[src/rtl/plc_pkg.sv]
// ----------------------------------------------------------------
// loop control package
// ----------------------------------------------------------------
package plc_pkg;

    localparam int ADDR_W = 12;
    localparam int DATA_W = 32;

    // ----------------------------------------------------------------
    // register byte offsets
    // ----------------------------------------------------------------
    localparam logic [11:0] LOOP_CONTROL_OFS = 12'h100;
    localparam logic [11:0] LOOP_MULTIPLIER_OFS = 12'h110;
    localparam logic [11:0] REFERENCE_PREDIVIDER_OFS = 12'h114;

    // ----------------------------------------------------------------
    // field positions and widths
    // ----------------------------------------------------------------
    localparam int CTL_OUTPUT_SELECT_BIT = 0;
    localparam int CTL_POWER_DOWN_BIT = 1;
    localparam int CTL_RESET_BIT = 3;
    localparam int CTL_SOURCE_SELECT_BIT = 5;
    localparam int CTL_READS_ONE_BIT = 6;
    localparam int REFERENCE_PREDIVIDER_ENABLE_BIT = 15;
    localparam int MULT_W = 6;
    localparam int RATIO_W = 5;

    // ----------------------------------------------------------------
    // reset values
    // ----------------------------------------------------------------
    localparam logic [31:0] LOOP_CONTROL_RESET = 32'h0000_0048;
    localparam logic [31:0] LOOP_MULTIPLIER_RESET = 32'h0000_0000;
    localparam logic [31:0] REFERENCE_PREDIVIDER_RESET = 32'h0000_8000;

    // ----------------------------------------------------------------
    // timing counts
    // ----------------------------------------------------------------
    localparam int SWITCH_GAP_CYC = 4;

    // ----------------------------------------------------------------
    // types
    // ----------------------------------------------------------------
    typedef struct packed {
        logic wr;
        logic rd;
        logic [11:0] addr;
        logic [31:0] wdata;
    } plc_req_t;

    typedef enum logic [1:0] {
        PLC_BYPASS = 2'b00,
        PLC_TO_LOOP = 2'b01,
        PLC_LOOP = 2'b11,
        PLC_TO_BYPASS = 2'b10
    } plc_sel_state_t;

endpackage

[src/rtl/plc_loop_control.sv]
// Functional notes
// - unused register bits read zero, ignore writes
// - control bit 6 always reads one
// - source select zero: enable bit picks clock
// - source select one: enable bit ignored
// - control bit 3 drives loop reset
// - control bit 1 drives loop power-down
// - enable off: clocks from reference, bypass
// - enable on: clocks from loop output
// - multiplier equals field value plus one
// - pre-divider enable gates its output
// - pre-divider divides by ratio plus one
//
// Added by the designer: strobed register access and the register addresses.
`timescale 1ns/1ps
module plc_loop_control
    import plc_pkg::*;
#(
    parameter logic [31:0] CTL_RESET_VAL = plc_pkg::LOOP_CONTROL_RESET,
    parameter logic [31:0] MULT_RESET_VAL = plc_pkg::LOOP_MULTIPLIER_RESET,
    parameter logic [31:0] REFERENCE_PREDIVIDER_RESET_VAL = plc_pkg::REFERENCE_PREDIVIDER_RESET
) (
    // clock and reset
    input wire logic CLOCK,
    input wire logic RSTN,
    // register port
    input wire plc_pkg::plc_req_t REQ,
    output logic [31:0] RDATA,
    // alternate enable source, asynchronous pin
    input wire logic EXT_LOOP_ENABLE,
    // loop core controls
    output logic LOOP_RESET,
    output logic LOOP_POWER_DOWN,
    output logic [6:0] LOOP_MULTIPLY,
    output logic REFERENCE_PREDIVIDER_TICK,
    // system clock source enables
    output logic BYPASS_CLK_EN,
    output logic LOOP_CLK_EN
);
    import plc_pkg::*;

    // ----------------------------------------------------------------
    // register storage
    // ----------------------------------------------------------------
    logic source_select_ff;
    logic output_select_ff;
    logic reset_ctl_ff;
    logic power_down_ff;
    logic [MULT_W-1:0] multiplier_ff;
    logic predivider_enable_ff;
    logic [RATIO_W-1:0] ratio_ff;
    logic [31:0] rdata_ff;

    logic wr_ctl;
    logic wr_mult;
    logic wr_reference_predivider;

    assign wr_ctl = REQ.wr && REQ.addr == LOOP_CONTROL_OFS;
    assign wr_mult = REQ.wr && REQ.addr == LOOP_MULTIPLIER_OFS;
    assign wr_reference_predivider = REQ.wr && REQ.addr == REFERENCE_PREDIVIDER_OFS;

    // bits 7 and 4 are not stored, so a careless write of one there is harmless
    always_ff @(posedge CLOCK or negedge RSTN) begin
        if (!RSTN) begin
            source_select_ff <= CTL_RESET_VAL[CTL_SOURCE_SELECT_BIT];
            output_select_ff <= CTL_RESET_VAL[CTL_OUTPUT_SELECT_BIT];
            reset_ctl_ff <= CTL_RESET_VAL[CTL_RESET_BIT];
            power_down_ff <= CTL_RESET_VAL[CTL_POWER_DOWN_BIT];
        end else if (wr_ctl) begin
            source_select_ff <= REQ.wdata[CTL_SOURCE_SELECT_BIT];
            output_select_ff <= REQ.wdata[CTL_OUTPUT_SELECT_BIT];
            reset_ctl_ff <= REQ.wdata[CTL_RESET_BIT];
            power_down_ff <= REQ.wdata[CTL_POWER_DOWN_BIT];
        end
    end

    always_ff @(posedge CLOCK or negedge RSTN) begin
        if (!RSTN) begin
            multiplier_ff <= MULT_RESET_VAL[MULT_W-1:0];
        end else if (wr_mult) begin
            multiplier_ff <= REQ.wdata[MULT_W-1:0];
        end
    end

    always_ff @(posedge CLOCK or negedge RSTN) begin
        if (!RSTN) begin
            predivider_enable_ff <= REFERENCE_PREDIVIDER_RESET_VAL[REFERENCE_PREDIVIDER_ENABLE_BIT];
            ratio_ff <= REFERENCE_PREDIVIDER_RESET_VAL[RATIO_W-1:0];
        end else if (wr_reference_predivider) begin
            predivider_enable_ff <= REQ.wdata[REFERENCE_PREDIVIDER_ENABLE_BIT];
            ratio_ff <= REQ.wdata[RATIO_W-1:0];
        end
    end

    // ----------------------------------------------------------------
    // read path
    // ----------------------------------------------------------------
    logic [31:0] ctl_view;
    logic [31:0] mult_view;
    logic [31:0] reference_predivider_view;
    logic [31:0] nxt_rdata;

    always_comb begin
        ctl_view = 32'h0000_0000;
        ctl_view[CTL_READS_ONE_BIT] = 1'b1;
        ctl_view[CTL_SOURCE_SELECT_BIT] = source_select_ff;
        ctl_view[CTL_RESET_BIT] = reset_ctl_ff;
        ctl_view[CTL_POWER_DOWN_BIT] = power_down_ff;
        ctl_view[CTL_OUTPUT_SELECT_BIT] = output_select_ff;
        mult_view = {{(32-MULT_W){1'b0}}, multiplier_ff};
        reference_predivider_view = 32'h0000_0000;
        reference_predivider_view[REFERENCE_PREDIVIDER_ENABLE_BIT] = predivider_enable_ff;
        reference_predivider_view[RATIO_W-1:0] = ratio_ff;
    end

    // unmapped addresses answer zero
    always_comb begin
        nxt_rdata = 32'h0000_0000;
        if (REQ.rd) begin
            unique case (REQ.addr)
                LOOP_CONTROL_OFS: nxt_rdata = ctl_view;
                LOOP_MULTIPLIER_OFS: nxt_rdata = mult_view;
                REFERENCE_PREDIVIDER_OFS: nxt_rdata = reference_predivider_view;
                default: nxt_rdata = 32'h0000_0000;
            endcase
        end
    end

    always_ff @(posedge CLOCK or negedge RSTN) begin
        if (!RSTN) begin
            rdata_ff <= 32'h0000_0000;
        end else begin
            rdata_ff <= nxt_rdata;
        end
    end

    assign RDATA = rdata_ff;

    // ----------------------------------------------------------------
    // enable source
    // ----------------------------------------------------------------
    logic ext_meta_ff;
    logic ext_sync_ff;
    logic effective_enable;

    always_ff @(posedge CLOCK or negedge RSTN) begin
        if (!RSTN) begin
            ext_meta_ff <= 1'b0;
            ext_sync_ff <= 1'b0;
        end else begin
            ext_meta_ff <= EXT_LOOP_ENABLE;
            ext_sync_ff <= ext_meta_ff;
        end
    end

    // select one hands the choice to the pin and never looks at the register bit
    assign effective_enable = source_select_ff ? ext_sync_ff : output_select_ff;

    // ----------------------------------------------------------------
    // source switch sequencer
    // ----------------------------------------------------------------
    // break before make: both enables low for the gap, so no runt pulse reaches the clocks
    plc_sel_state_t state_ff;
    plc_sel_state_t nxt_state;
    logic [2:0] gap_ff;
    logic [2:0] nxt_gap;
    logic byp_en_ff;
    logic loop_en_ff;

    localparam logic [2:0] GAP_LAST = 3'(SWITCH_GAP_CYC - 1);

    always_comb begin
        nxt_state = state_ff;
        nxt_gap = gap_ff;
        unique case (state_ff)
            PLC_BYPASS: begin
                if (effective_enable) begin
                    nxt_state = PLC_TO_LOOP;
                    nxt_gap = 3'h0;
                end
            end
            PLC_TO_LOOP: begin
                if (!effective_enable) begin
                    nxt_state = PLC_TO_BYPASS;
                    nxt_gap = 3'h0;
                end else if (gap_ff == GAP_LAST) begin
                    nxt_state = PLC_LOOP;
                end else begin
                    nxt_gap = gap_ff + 3'h1;
                end
            end
            PLC_LOOP: begin
                if (!effective_enable) begin
                    nxt_state = PLC_TO_BYPASS;
                    nxt_gap = 3'h0;
                end
            end
            PLC_TO_BYPASS: begin
                if (gap_ff == GAP_LAST) begin
                    nxt_state = PLC_BYPASS;
                end else begin
                    nxt_gap = gap_ff + 3'h1;
                end
            end
        endcase
    end

    always_ff @(posedge CLOCK or negedge RSTN) begin
        if (!RSTN) begin
            state_ff <= PLC_BYPASS;
            gap_ff <= 3'h0;
        end else begin
            state_ff <= nxt_state;
            gap_ff <= nxt_gap;
        end
    end

    always_ff @(posedge CLOCK or negedge RSTN) begin
        if (!RSTN) begin
            byp_en_ff <= 1'b0;
            loop_en_ff <= 1'b0;
        end else begin
            byp_en_ff <= nxt_state == PLC_BYPASS;
            loop_en_ff <= nxt_state == PLC_LOOP;
        end
    end

    assign BYPASS_CLK_EN = byp_en_ff;
    assign LOOP_CLK_EN = loop_en_ff;

    // ----------------------------------------------------------------
    // loop core controls
    // ----------------------------------------------------------------
    logic [6:0] multiply_ff;

    always_ff @(posedge CLOCK or negedge RSTN) begin
        if (!RSTN) begin
            multiply_ff <= 7'h01;
        end else begin
            multiply_ff <= {1'b0, multiplier_ff} + 7'h01;
        end
    end

    assign LOOP_MULTIPLY = multiply_ff;
    assign LOOP_RESET = reset_ctl_ff;
    assign LOOP_POWER_DOWN = power_down_ff;

    // ----------------------------------------------------------------
    // reference pre-divider
    // ----------------------------------------------------------------
    plc_predivider #(
        .RATIO_W(RATIO_W)
    ) u_predivider (
        .clock(CLOCK),
        .rstn(RSTN),
        .enable(predivider_enable_ff),
        .ratio(ratio_ff),
        .tick_ff(REFERENCE_PREDIVIDER_TICK)
    );

    // ----------------------------------------------------------------
    // checks
    // ----------------------------------------------------------------
    a_ctl_reserved_zero: assert property (@(posedge CLOCK) disable iff (!RSTN)
        REQ.rd && REQ.addr == LOOP_CONTROL_OFS |=> RDATA[31:7] == 25'h0 && RDATA[4] == 1'b0 && RDATA[2] == 1'b0)
        else $error("reserved control bits read nonzero");

    a_mult_reserved_zero: assert property (@(posedge CLOCK) disable iff (!RSTN)
        REQ.rd && REQ.addr == LOOP_MULTIPLIER_OFS |=> RDATA[31:6] == 26'h0)
        else $error("reserved multiplier bits read nonzero");

    a_ctl_bit_one: assert property (@(posedge CLOCK) disable iff (!RSTN)
        REQ.rd && REQ.addr == LOOP_CONTROL_OFS |=> RDATA[6] == 1'b1)
        else $error("control bit six does not read one");

    a_register_selects: assert property (@(posedge CLOCK) disable iff (!RSTN)
        (!source_select_ff && output_select_ff)[*8] |-> LOOP_CLK_EN && !BYPASS_CLK_EN)
        else $error("enable bit does not select loop output");

    a_source_ignores_bit: assert property (@(posedge CLOCK) disable iff (!RSTN)
        (source_select_ff && !ext_sync_ff)[*8] |-> BYPASS_CLK_EN)
        else $error("enable bit acted while source select is one");

    a_reset_follows_write: assert property (@(posedge CLOCK) disable iff (!RSTN)
        wr_ctl |=> LOOP_RESET == $past(REQ.wdata[CTL_RESET_BIT]))
        else $error("loop reset does not follow control write");

    a_pdown_follows_write: assert property (@(posedge CLOCK) disable iff (!RSTN)
        wr_ctl |=> LOOP_POWER_DOWN == $past(REQ.wdata[CTL_POWER_DOWN_BIT]))
        else $error("power-down does not follow control write");

    a_bypass_when_off: assert property (@(posedge CLOCK) disable iff (!RSTN)
        (!effective_enable)[*7] |-> BYPASS_CLK_EN && !LOOP_CLK_EN)
        else $error("bypass not reached with enable off");

    a_loop_when_on: assert property (@(posedge CLOCK) disable iff (!RSTN)
        $rose(effective_enable) ##1 effective_enable[*5] |=> LOOP_CLK_EN)
        else $error("loop output not selected with enable on");

    a_multiply_value: assert property (@(posedge CLOCK) disable iff (!RSTN)
        wr_mult ##1 !wr_mult |=> LOOP_MULTIPLY == {1'b0, $past(REQ.wdata[5:0], 2)} + 7'h01)
        else $error("multiply factor is not field plus one");

    a_source_exclusive: assert property (@(posedge CLOCK) disable iff (!RSTN)
        !(BYPASS_CLK_EN && LOOP_CLK_EN))
        else $error("both clock sources enabled together");

    a_switch_gap: assert property (@(posedge CLOCK) disable iff (!RSTN)
        $fell(BYPASS_CLK_EN) |-> (!LOOP_CLK_EN)[*4])
        else $error("source switch gap too short");

    c_enter_loop: cover property (@(posedge CLOCK) disable iff (!RSTN) $rose(LOOP_CLK_EN));
    c_back_to_bypass: cover property (@(posedge CLOCK) disable iff (!RSTN)
        $fell(LOOP_CLK_EN) ##[1:8] BYPASS_CLK_EN);
    c_pin_source: cover property (@(posedge CLOCK) disable iff (!RSTN)
        source_select_ff && ext_sync_ff && LOOP_CLK_EN);
endmodule

[src/rtl/plc_predivider.sv]
`timescale 1ns/1ps
module plc_predivider #(
    parameter int RATIO_W = 5
) (
    // clock and reset
    input wire logic clock,
    input wire logic rstn,
    // control
    input wire logic enable,
    input wire logic [RATIO_W-1:0] ratio,
    // divided tick
    output logic tick_ff
);
    logic [RATIO_W-1:0] cnt_ff;

    // ----------------------------------------------------------------
    // divider counter
    // ----------------------------------------------------------------
    // a tick every ratio+1 cycles; ">=" keeps a shrinking ratio from overrunning
    always_ff @(posedge clock or negedge rstn) begin
        if (!rstn) begin
            cnt_ff <= '0;
        end else if (!enable) begin
            cnt_ff <= '0;
        end else if (cnt_ff >= ratio) begin
            cnt_ff <= '0;
        end else begin
            cnt_ff <= cnt_ff + 1'b1;
        end
    end

    always_ff @(posedge clock or negedge rstn) begin
        if (!rstn) begin
            tick_ff <= 1'b0;
        end else begin
            tick_ff <= enable && (cnt_ff >= ratio);
        end
    end

    // ----------------------------------------------------------------
    // checks
    // ----------------------------------------------------------------
    logic [6:0] since_ff;
    logic steady_ff;
    logic [RATIO_W-1:0] prev_ratio_ff;

    always_ff @(posedge clock or negedge rstn) begin
        if (!rstn) begin
            since_ff <= '0;
            steady_ff <= 1'b0;
            prev_ratio_ff <= '0;
        end else begin
            prev_ratio_ff <= ratio;
            since_ff <= tick_ff ? 7'h00 : (since_ff == 7'h7f ? since_ff : since_ff + 1'b1);
            if (!enable || ratio != prev_ratio_ff) begin
                steady_ff <= 1'b0;
            end else if (tick_ff) begin
                steady_ff <= 1'b1;
            end
        end
    end

    a_tick_period: assert property (@(posedge clock) disable iff (!rstn)
        tick_ff && steady_ff && enable && ratio == prev_ratio_ff |-> since_ff == {2'b00, ratio})
        else $error("pre-divider tick period differs from ratio plus one");

    a_no_tick_off: assert property (@(posedge clock) disable iff (!rstn)
        !enable |=> !tick_ff)
        else $error("pre-divider ticks while disabled");

    c_max_ratio: cover property (@(posedge clock) disable iff (!rstn)
        tick_ff && steady_ff && ratio == 5'h1f);
endmodule

[config.mk]
export PLATFORM = sky130hd
export DESIGN_NAME = plc_loop_control
export DESIGN_NICKNAME = d
export VERILOG_FILES = /design/src/rtl/plc_pkg.sv /design/src/rtl/plc_loop_control.sv /design/src/rtl/plc_predivider.sv
export SDC_FILE = /design/constraint.sdc
export NUM_CORES = 1
export LEC_CHECK = 0
export BUFFER_PORTS_ARGS = -buffer_cell sky130_fd_sc_hd__buf_2
export CAP_MARGIN = 25
export CORE_MARGIN = 5
export CORE_UTILIZATION = 50
export CTS_BUF_LIST = sky130_fd_sc_hd__clkbuf_2
export CTS_CLUSTER_SIZE = 25
export DETAILED_ROUTE_END_ITERATION = 16
export GPL_ROUTABILITY_DRIVEN = 0
export GPL_TIMING_DRIVEN = 0
export PLACE_DENSITY_LB_ADDON = 0.25
export SYNTH_ARGS = -nofsm -noshare
export SYNTH_HDL_FRONTEND = slang
export SYNTH_SLANG_ARGS = --single-unit
[constraint.sdc]
create_clock -name CLOCK -period 2.4 [get_ports CLOCK]
set_input_delay 0.72 -clock CLOCK [delete_from_list [all_inputs] [get_ports CLOCK]]
set_output_delay 0.72 -clock CLOCK [all_outputs]
set_load 0.02 [all_outputs]
After elaboration in Yosys (flattened, before gate mapping)
Index checks and enable logic that the tools add are counted.

Add/subtract/negate cells: 3. Magnitude comparators: 1. Equality and inequality tests: 10. Mux-type cells: 16. Reductions and logical operators: 7.

Operators by type and width (count): one-hot mux 16 bit (3 select lines) (1); == test 12 x 9 -> 1 bit, second input constant (3); 2-to-1 mux 16 bit (1); 2-to-1 mux 3 bit (4); one-hot mux 3 bit (4 select lines) (1); 2-to-1 mux 2 bit (5); 2-to-1 mux 5 bit (2); one-hot mux 2 bit (4 select lines) (1); adder 6 x 1 -> 7 bit, second input constant (1); == test 2 bit, second input constant (3); adder 5 x 1 -> 5 bit, second input constant (1); >= comparator 5 bit (1); logical AND 1 bit (4); logical NOT 2 bit (2); != test 2 bit, second input constant (2); adder 3 x 1 -> 3 bit, second input constant (1); == test 3 x 2 -> 1 bit, second input constant (1); == test 2 x 1 -> 1 bit, second input constant (1); AND reduction 2 bit (1); 2-to-1 mux 1 bit (1).

Register bits: 70. Output and inout port bits: 44. Logic and storage cells: 54.

Depth between registers and ports, before layout
Gate-level depths: netlist (run 1).

Word-level depth: 5. Depth in mapped cells: 6. Mapped depth without buffers: 6.

Modules after synthesis
A second synthesis (run 1) with hierarchy kept.

Cells, all modules: 202. Area, all modules: 2322.2 sq um.

By module, submodules not included: plc_loop_control (instances 1, cells each 166, area an instance 1963.1 sq um, seq. area each 1004.7 sq um); plc_predivider (instances 1, cells each 36, area an instance 359.1 sq um, seq. area each 150.1 sq um).

Least setup slack after synthesis (run 1)
Ideal clock, no wire load.

Path type: input -> register. From: input REQ[33] (netlist bit). To: register multiplier_ff[0]. Setup time: 0.125 ns. Arrival: 1.886 ns. Required time: 2.275 ns. Setup slack: 0.389 ns. Cell stages on the path: 4. Path buffers: 0. Cells stage by stage: nor4_4 nand4_2 nor3b_4 mux2_2.

Word-level cells in the longest chain between the ends: 2.

Ends and longest elaborated chain: start, declared (RTL line plc_loop_control.sv:27) `input wire plc_pkg::plc_req_t REQ,`; == test 12 x 9 -> 1 bit (RTL line plc_loop_control.sv:59) `assign wr_mult = REQ.wr && REQ.addr == LOOP_MULTIPLIER_OFS;`; logical AND 1 bit (RTL line plc_loop_control.sv:59); end signal, assigned (RTL line plc_loop_control.sv:79) `multiplier_ff <= MULT_RESET_VAL[MULT_W-1:0];`; end signal, assigned (RTL line plc_loop_control.sv:81) `multiplier_ff <= REQ.wdata[MULT_W-1:0];`; end, declared (RTL line plc_loop_control.sv:49) `logic [MULT_W-1:0] multiplier_ff;`.

Every way passes these cells. A chain may end at the register's enable or synchronous reset.

Final worst setup path (run 1)
From: register ratio_ff[0]. To: register u_predivider.cnt_ff[2].

Word-level cells in the longest chain between the ends: 3.

Ends and longest elaborated chain: start, declared (RTL line plc_loop_control.sv:51) `logic [RATIO_W-1:0] ratio_ff;`; start signal, assigned (RTL line plc_loop_control.sv:88) `ratio_ff <= REFERENCE_PREDIVIDER_RESET_VAL[RATIO_W-1:0];`; start signal, assigned (RTL line plc_loop_control.sv:91) `ratio_ff <= REQ.wdata[RATIO_W-1:0];`; >= comparator 5 bit (RTL line plc_predivider.sv:25) `end else if (cnt_ff >= ratio) begin`; 2-to-1 mux 5 bit (RTL line plc_predivider.sv:25); 2-to-1 mux 5 bit (RTL line plc_predivider.sv:23) `end else if (!enable) begin`; end signal, assigned (RTL line plc_predivider.sv:28) `cnt_ff <= cnt_ff + 1'b1;`; end, declared (RTL line plc_predivider.sv:14) `logic [RATIO_W-1:0] cnt_ff;`.

Every way passes these cells.

==> key figures, run 1 <==
Synth
  • Top area cells in the synthesized netlist: dfrtp_1 (46%), mux2_2 (8.2%), buf_4 (7.7%), ha_1 (6.9%), dfstp_2 (3.4%)
  • Main synth FF type: dfrtp_1
  • Synthesized flop and latch total: 46
  • Dominant cell type by area after synthesis: dfrtp_1
  • EDFF count, synth: 0
  • Synth unique cells: 42
  • Sequential-to-total area share from yosys stat: 49.28%
  • Synth top area share: 45.92%
  • Mapped Cells: 197
  • Post-Syn Area per Cell: 11.90 um^2
  • FFs w/ async S/R, synth: 100.0%
  • Ys Warns: 0
  • Most numerous cell in the Yosys netlist: dfrtp_1
  • Cell Area, Synth: 2343 um^2
  • Synth cell count leaders: dfrtp_1 (43), buf_4 (24), mux2_2 (17), ha_1 (13), inv_1 (12)

CTS
  • H-tree depth: 2
  • Setup bufs post-CTS: 0
  • CTS max path bufs: 2
  • Insertion delay to the later sink of the worst-skew pair: 0.41 ns
  • Post-CTS sizing: 0
  • CTS Hold Bufs: 0
  • Clk sinks: 46
  • Clock Pin Slew Worst Setup and Hold Paths: 0.23 ns
  • CTS tree: built
  • CTS root buffer: clkbuf_2
  • TritonCTS buffer count: 5

Layout
  • Final net count: 333
  • Filler cell count: 407
  • Cell area after layout: 2796 um^2
  • Layout Utilization: 60.41%
  • Footprint of the multi-input gates: 1042 um^2
  • Area grow syn2layout: 19.33%
  • Register area: 1155 um^2
  • Final std cells w/o fill: 326
  • Fraction of final layout cells sized beyond drive strength 1: 38.24%
  • Diode count: 0

Run
  • Max-cap violations: 0

Critical path
  • Crit end category: flip-flop
  • WS Path Type: reg2reg
  • Critical path arrival: 2.31 ns
  • CP cell instances: ha_1, nand2b_1, a211o_1, a31o_2, a2111oi_0
  • Crit-path max cell delay: 0.46 ns
  • CP max stage cell: dfrtp_1
  • CP Launch Type: flip-flop
  • Required @ worst endpoint: 2.68 ns
  • Worst Path Max Fanout: 5

Global route
  • Total GRT Usage: 15.02%
  • Pin count of the biggest net entering global routing: 47
  • Initial antenna violation count: 0
  • First-pass GRT wire length: 7293 um
  • Number of global-route vias before repair: 1553
  • Total grt overflow: 0

Power
  • Clk pwr share: 25.9%
  • Flop pwr share: 52.8%
  • Int Pwr: 1.136 mW
  • Leak pwr: 1.478 nW
  • Switching share of power: 28.80%
  • Max IR drop VDD: 0.2915 mV
  • Combinational share of power: 21.3%
  • NetSw: 0.4595 mW
  • Pwr/cell area: 570.5 nW/um^2

Placement
  • Dpl cells: 317
  • Post-DP HPWL: 3400 um
  • Placement Setup Slack: 0.1322 ns
  • Port Buffers: 43
  • Placed inst area: 2713 um^2

Timing
  • Clock skew: 0.01941 ns
  • Fin crit period: 2.038 ns
  • Relative slew slack: 61.57%
  • Max Slew Vio Count: 0
  • Final setup viols: 0
  • Fin crit share: 84.92%
  • RSZ-0062 raised after global routing: no
  • Final Hold Fails: 0
  • Actual slew at the worst max-slew pin: 0.5764 ns
  • Max Clk Rate: 0.4907 GHz
  • Setup TNS: 0 ns
  • Worst setup margin: 0.3619 ns

Routing
  • Routed length per instance: 13.55 um
  • DR vias/cell: 4.844
  • DRC: 0
  • WL met1: 1849 um
  • Routed wire length: 4416 um
  • Drt first pass iters: 4
  • Met3 wire length: 194 um
  • Routed Antenna Nets: 0
  • Via count: 1579
  • Max layer used: met4
  • WL met2: 2311 um
  • Initial drt markers: 87

Floorplanning
  • Initial cell density of the core: 50.62%
  • Die width: 78.46 um
  • Core Box Area: 4629 um^2
  • Die Ht: 78.46 um
  • # rows: 25
  • # IOs: 93
  • Die area: 6156 um^2

Run status
  • Status: complete, no violations

Worst hold path
  • Hold Crit Class: in2async
==> layout make-up <==
type,count,area share (%)
plain buffers,26,6.711
clock buffers,6,1.074
clock inverters,2,1.208
inverters,12,1.611
multi-input cells,136,37.27
flip-flops and latches,46,41.30
well taps,54,2.416
repair buffers,44,8.412
==> stage by stage <==
| stage | hold slack, ns | total power [mW] |
|---|---|---|
| 2_1_floorplan | 0.3312 | 1.101 |
| 3_3_place_gp | 0.3384 | 1.182 |
| 5_1_grt | 0.08271 | 1.698 |
| 4_1_cts | 0.3745 | 1.612 |
| 3_5_place_dp | 0.3442 | 1.194 |
| 6_report | 0.1322 | 1.595 |
==> power groups by stage <==
stage	clock network, mW	registers, mW	logic, mW
2_1_floorplan	0	0.863	0.239
3_3_place_gp	0	0.855	0.327
3_5_place_dp	0	0.858	0.336
4_1_cts	0.431	0.844	0.337
5_1_grt	0.466	0.850	0.382
6_report	0.413	0.843	0.339
==> path summary, 6_finish.rpt <==
check / cells past startpoint / slack [ns] / start / end
setup / recovery: 5 / 0.36 / ratio_ff[0] / u_predivider.cnt_ff[2]
hold / removal: 1 / 0.13 / RSTN / RDATA[1]
setup reg to reg: 5 / 0.36 / ratio_ff[0] / u_predivider.cnt_ff[2]
hold reg to reg: 0 / 0.37 / ext_meta_ff / ext_sync_ff
max in group asynchronous: 2 / 1.78 / RSTN / LOOP_MULTIPLY[0]
min in group CLOCK: 0 / 0.37 / ext_meta_ff / ext_sync_ff
==> kinds of logic (layout without fill, tap and decap cells) <==
logic type / count (synthesis) / after routing / share of synthesized area (%)
DFF: 46 / 46 / 49.28
and+or+nand+nor: 41 / 41 / 11.64
buffers and inverters: 38 / 90 / 9.930
AOI/OAI and AO/OA: 26 / 26 / 7.688
muxes: 25 / 25 / 11.75
adders and majority gates: 13 / 13 / 6.941
xor gates and xnor gates: 7 / 7 / 2.616
other: 1 / 24 / 0.1600
==> layout by cell type, fill, tap and decap left out, types with 7 or more instances in the layout <==
master   Yosys  final
mux2i_1      7      7
ha_1        13     13
nor2_1       8      8
mux2_2      17     17
buf_4       24     24
buf_2        0     43
conb_1       1     24
dfrtp_1     43     43
inv_1       12     12
==> registers in the layout, summed over array words and instances, names as in the netlist, 2 cells and up <==
name and count:
ratio_ff 5, LOOP_MULTIPLY 7, gap_ff 3, multiplier_ff 6, state_ff 2, RDATA 8
u_predivider.cnt_ff 5
==> layer usage <==
layer / vias to the layer above / global-route usage (%)
met5: - / 0
met1: 744 / 18.16
met3: 5 / 3.440
met2: 39 / 26.46
met4: 0 / 4.720
li1: 791 / -
==> critical path: cells and delay by family (launching register included) <==
| kind | cells | cell delay, ns |
|---|---|---|
| compound gates | 3 | 1.01 |
| flops | 1 | 0.46 |
| fa+ha+maj | 1 | 0.29 |
| simple gates | 1 | 0.15 |
No activity file was read; power rests on OpenSTA's default activity.
==> run 2: changes to the inputs <==
==> constraint.sdc (replaced) <==
create_clock -name CLOCK -period 1.9 [get_ports CLOCK]
set_input_delay 0.57 -clock CLOCK [delete_from_list [all_inputs] [get_ports CLOCK]]
set_output_delay 0.57 -clock CLOCK [all_outputs]
set_load 0.02 [all_outputs]
==> run 2 against run 1 <==
Sequential cell count stayed put. Critical endpoint is now u_predivider.cnt_ff[3]. Total power grew 26%. First-iteration DRC count rose by 1.1%. Sequential share of layout area down 2.0 points. Via count up 1.8%.
==> key figures, run 2 (same netlist as run 1, synthesis figures left out) <==
Global route
  • Total GRT Usage: 15.07% (+0.049 points)
  • First-pass GRT wire length: 7300 um (about the same)
  • Total grt overflow: 0 (unchanged)
  • Pin count of the biggest net entering global routing: 47 (unchanged)
  • Initial antenna violation count: 0 (unchanged)
  • Number of global-route vias before repair: 1557 (+0.26%)

Layout
  • Commonest cells after routing, fill and taps aside: dfrtp_1 (43), buf_2 (43), buf_4 (28)
  • Final std cells w/o fill: 331 (+1.5%)
  • Cell area after layout: 2937 um^2 (+5.0%)
  • Max FFs per register: 8 (unchanged)
  • Final net count: 338 (+1.5%)
  • Area grow syn2layout: 25.31%
  • Filler cell count: 394 (-3.2%)
  • Diode count: 0 (unchanged)
  • Fraction of final layout cells sized beyond drive strength 1: 40.79% (+2.6 points)

Power
  • Max IR drop VDD: 0.3702 mV (+27%)
  • Clk pwr share: 25.7% (-0.2 points)
  • Combinational share of power: 21.5% (+0.2 points)
  • Switching share of power: 28.72% (-0.082 points)
  • Post-layout total power: 2.016 mW (+26%)
  • NetSw: 0.5791 mW (+26%)
  • Int Pwr: 1.437 mW (+27%)
  • Pwr/cell area: 686.6 nW/um^2 (+20%)
  • Leak pwr: 1.519 nW (+2.8%)
  • Flop pwr share: 52.8% (about the same)

Run status
  • Status: complete, no violations

Routing
  • DRC: 0 (unchanged)
  • Routed wire length: 4642 um (+5.1%)
  • DR vias/cell: 4.858 (+0.30%)
  • Routed Antenna Nets: 0 (unchanged)
  • Via count: 1608 (+1.8%)
  • Initial drt markers: 88 (+1.1%)
  • Drt first pass iters: 4 (unchanged)
  • Routed length per instance: 14.02 um (+3.5%)

Run
  • Max-cap violations: 0 (unchanged)

Timing
  • Max Clk Rate: 0.5304 GHz (+8.1%)
  • Worst setup margin: 0.01467 ns (-0.3473 ns)
  • Clock skew: 0.02567 ns (+0.006255 ns)
  • Actual slew at the worst max-slew pin: 0.6059 ns (+0.02957 ns)
  • RSZ-0062 raised after global routing: yes
  • Relative slew slack: 59.60% (-2.0 points)
  • Fin crit share: 99.23% (+14 points)
  • Fin crit period: 1.885 ns (-0.1527 ns)
  • Max Slew Vio Count: 0 (unchanged)
  • Final setup viols: 0 (unchanged)
  • Final Hold Fails: 0 (unchanged)
  • Hold Slack: 0.2591 ns (+0.1269 ns)

CTS
  • Clk sinks: 46 (unchanged)
  • Clock Pin Slew Worst Setup and Hold Paths: 0.22 ns (about the same)
  • CTS root buffer: clkbuf_2
  • H-tree depth: 2 (unchanged)
  • CTS max path bufs: 2 (unchanged)
  • TritonCTS buffer count: 5 (unchanged)
  • Insertion delay to the later sink of the worst-skew pair: 0.41 ns (about the same)
  • CTS tree: built

Critical path
  • WS Path Type: reg2reg
  • Delay-heaviest family, CP: compound AO/OA/AOI/OAI gates
  • Critical path arrival: 2.19 ns (-0.12 ns)
  • CP max stage cell: dfrtp_1
  • Crit-path max cell delay: 0.45 ns (about the same)
  • Required @ worst endpoint: 2.20 ns (-0.48 ns)
  • CP cell instances: ha_1, nand2b_4, a211o_1, a31o_4, a2111oi_4
  • Crit end category: flip-flop
  • Worst Path Max Fanout: 5 (unchanged)
  • CP Launch Type: flip-flop
  • Sum of buffers and inverters on the critical path: 0 (unchanged)

Floorplanning
  • Die width: 78.46 um (unchanged)
  • Die Ht: 78.46 um (unchanged)
  • # rows: 25 (unchanged)
  • Die area: 6156 um^2 (unchanged)
  • # IOs: 93 (unchanged)
  • Initial cell density of the core: 50.62% (unchanged)
  • Core Box Area: 4629 um^2 (unchanged)

Placement
  • Port Buffers: 43 (unchanged)
  • Dpl cells: 317 (unchanged)
  • Placed inst area: 2713 um^2 (unchanged)
  • Post-DP HPWL: 3400 um (unchanged)
  • Placement Setup Slack: -0.2178 ns (-0.3500 ns)

Worst hold path
  • Hold Crit Class: in2reg
## run 2: cell types whose count changed in the layout (fill, tap and decap cells not counted)
cell           change
a31o_4             +1
mux2i_4            +1
dlygate4sd3_1      +1
a31o_2             -1
a2111oi_4          +4
nand2b_1           -1
nand2b_4           +1
buf_4              +4
a2111oi_0          -4
mux2i_2            -1
## run 2: routing by layer
layer / vias to the layer above / global-route usage, % / part of all wire (%)
met5: - / 0 / 0
met4: 0 / 4.720 / 1.3
met3: 5 / 3.440 / 5.1
met2: 46 / 26.54 / 53
met1: 757 / 18.24 / 41
li1: 800 / - / -
## run 2: worst paths after layout
path | from | endpoint | slack (ns) | cells after the start
max in group asynchronous | RSTN | LOOP_MULTIPLY[0] | 0.89 | 3
worst min-delay path | EXT_LOOP_ENABLE | ext_meta_ff | 0.26 | 1
worst max-delay path | ratio_ff[0] | u_predivider.cnt_ff[3] | 0.01 | 5
worst min register to register | ext_meta_ff | ext_sync_ff | 0.37 | 0
worst max register to register | ratio_ff[0] | u_predivider.cnt_ff[3] | 0.01 | 5
min in group asynchronous | RSTN | RDATA[1] | 0.51 | 2
## run 2: cell type report
type                            count  area, um^2  share of cell area (%)
Sequential cell                    46        1155                   39.33
Inverter                           12       45.04                   1.534
Multi-Input combinational cell    136        1142                   38.90
Buffer                             26       187.7                   6.391
Clock buffer                        6       30.03                   1.023
Tap cell                           54       67.56                   2.301
Timing Repair Buffer               49       275.3                   9.374
Clock inverter                      2       33.78                   1.150
## run 2: worst reg2reg max path, delay by kind of cell, from the launching register on
family	cells	cell delay, ns
AOI/OAI and AO/OA	3	0.91
adders and majority gates	1	0.28
DFF	1	0.45
and+or+nand+nor	1	0.14
## run 2: metrics by stage
step | util (%) | setup TNS [ns]
after global routing | 63.43 | -0.2420
final | 63.43 | 0
after CTS | 61.57 | -0.0008915
after global placement | 58.59 | -2.490
after detailed placement | 58.59 | -2.946
after floorplan | - | 0
## run 2: timing repair
item	4_1_cts	5_1_grt
endpoints found under the setup margin	4	5
hold endpoints to repair	0	4
pin swaps	2	7
setup buffers	2	2
gates resized for setup	11	4
hold buffers	0	1
## run 2: power by group through the flow
stage	combinational, mW	sequential [mW]	clock [mW]
4_1_cts	0.427	1.07	0.545
3_3_place_gp	0.414	1.08	0
5_1_grt	0.487	1.07	0.588
2_1_floorplan	0.302	1.09	0
3_5_place_dp	0.424	1.08	0
6_report	0.433	1.06	0.519
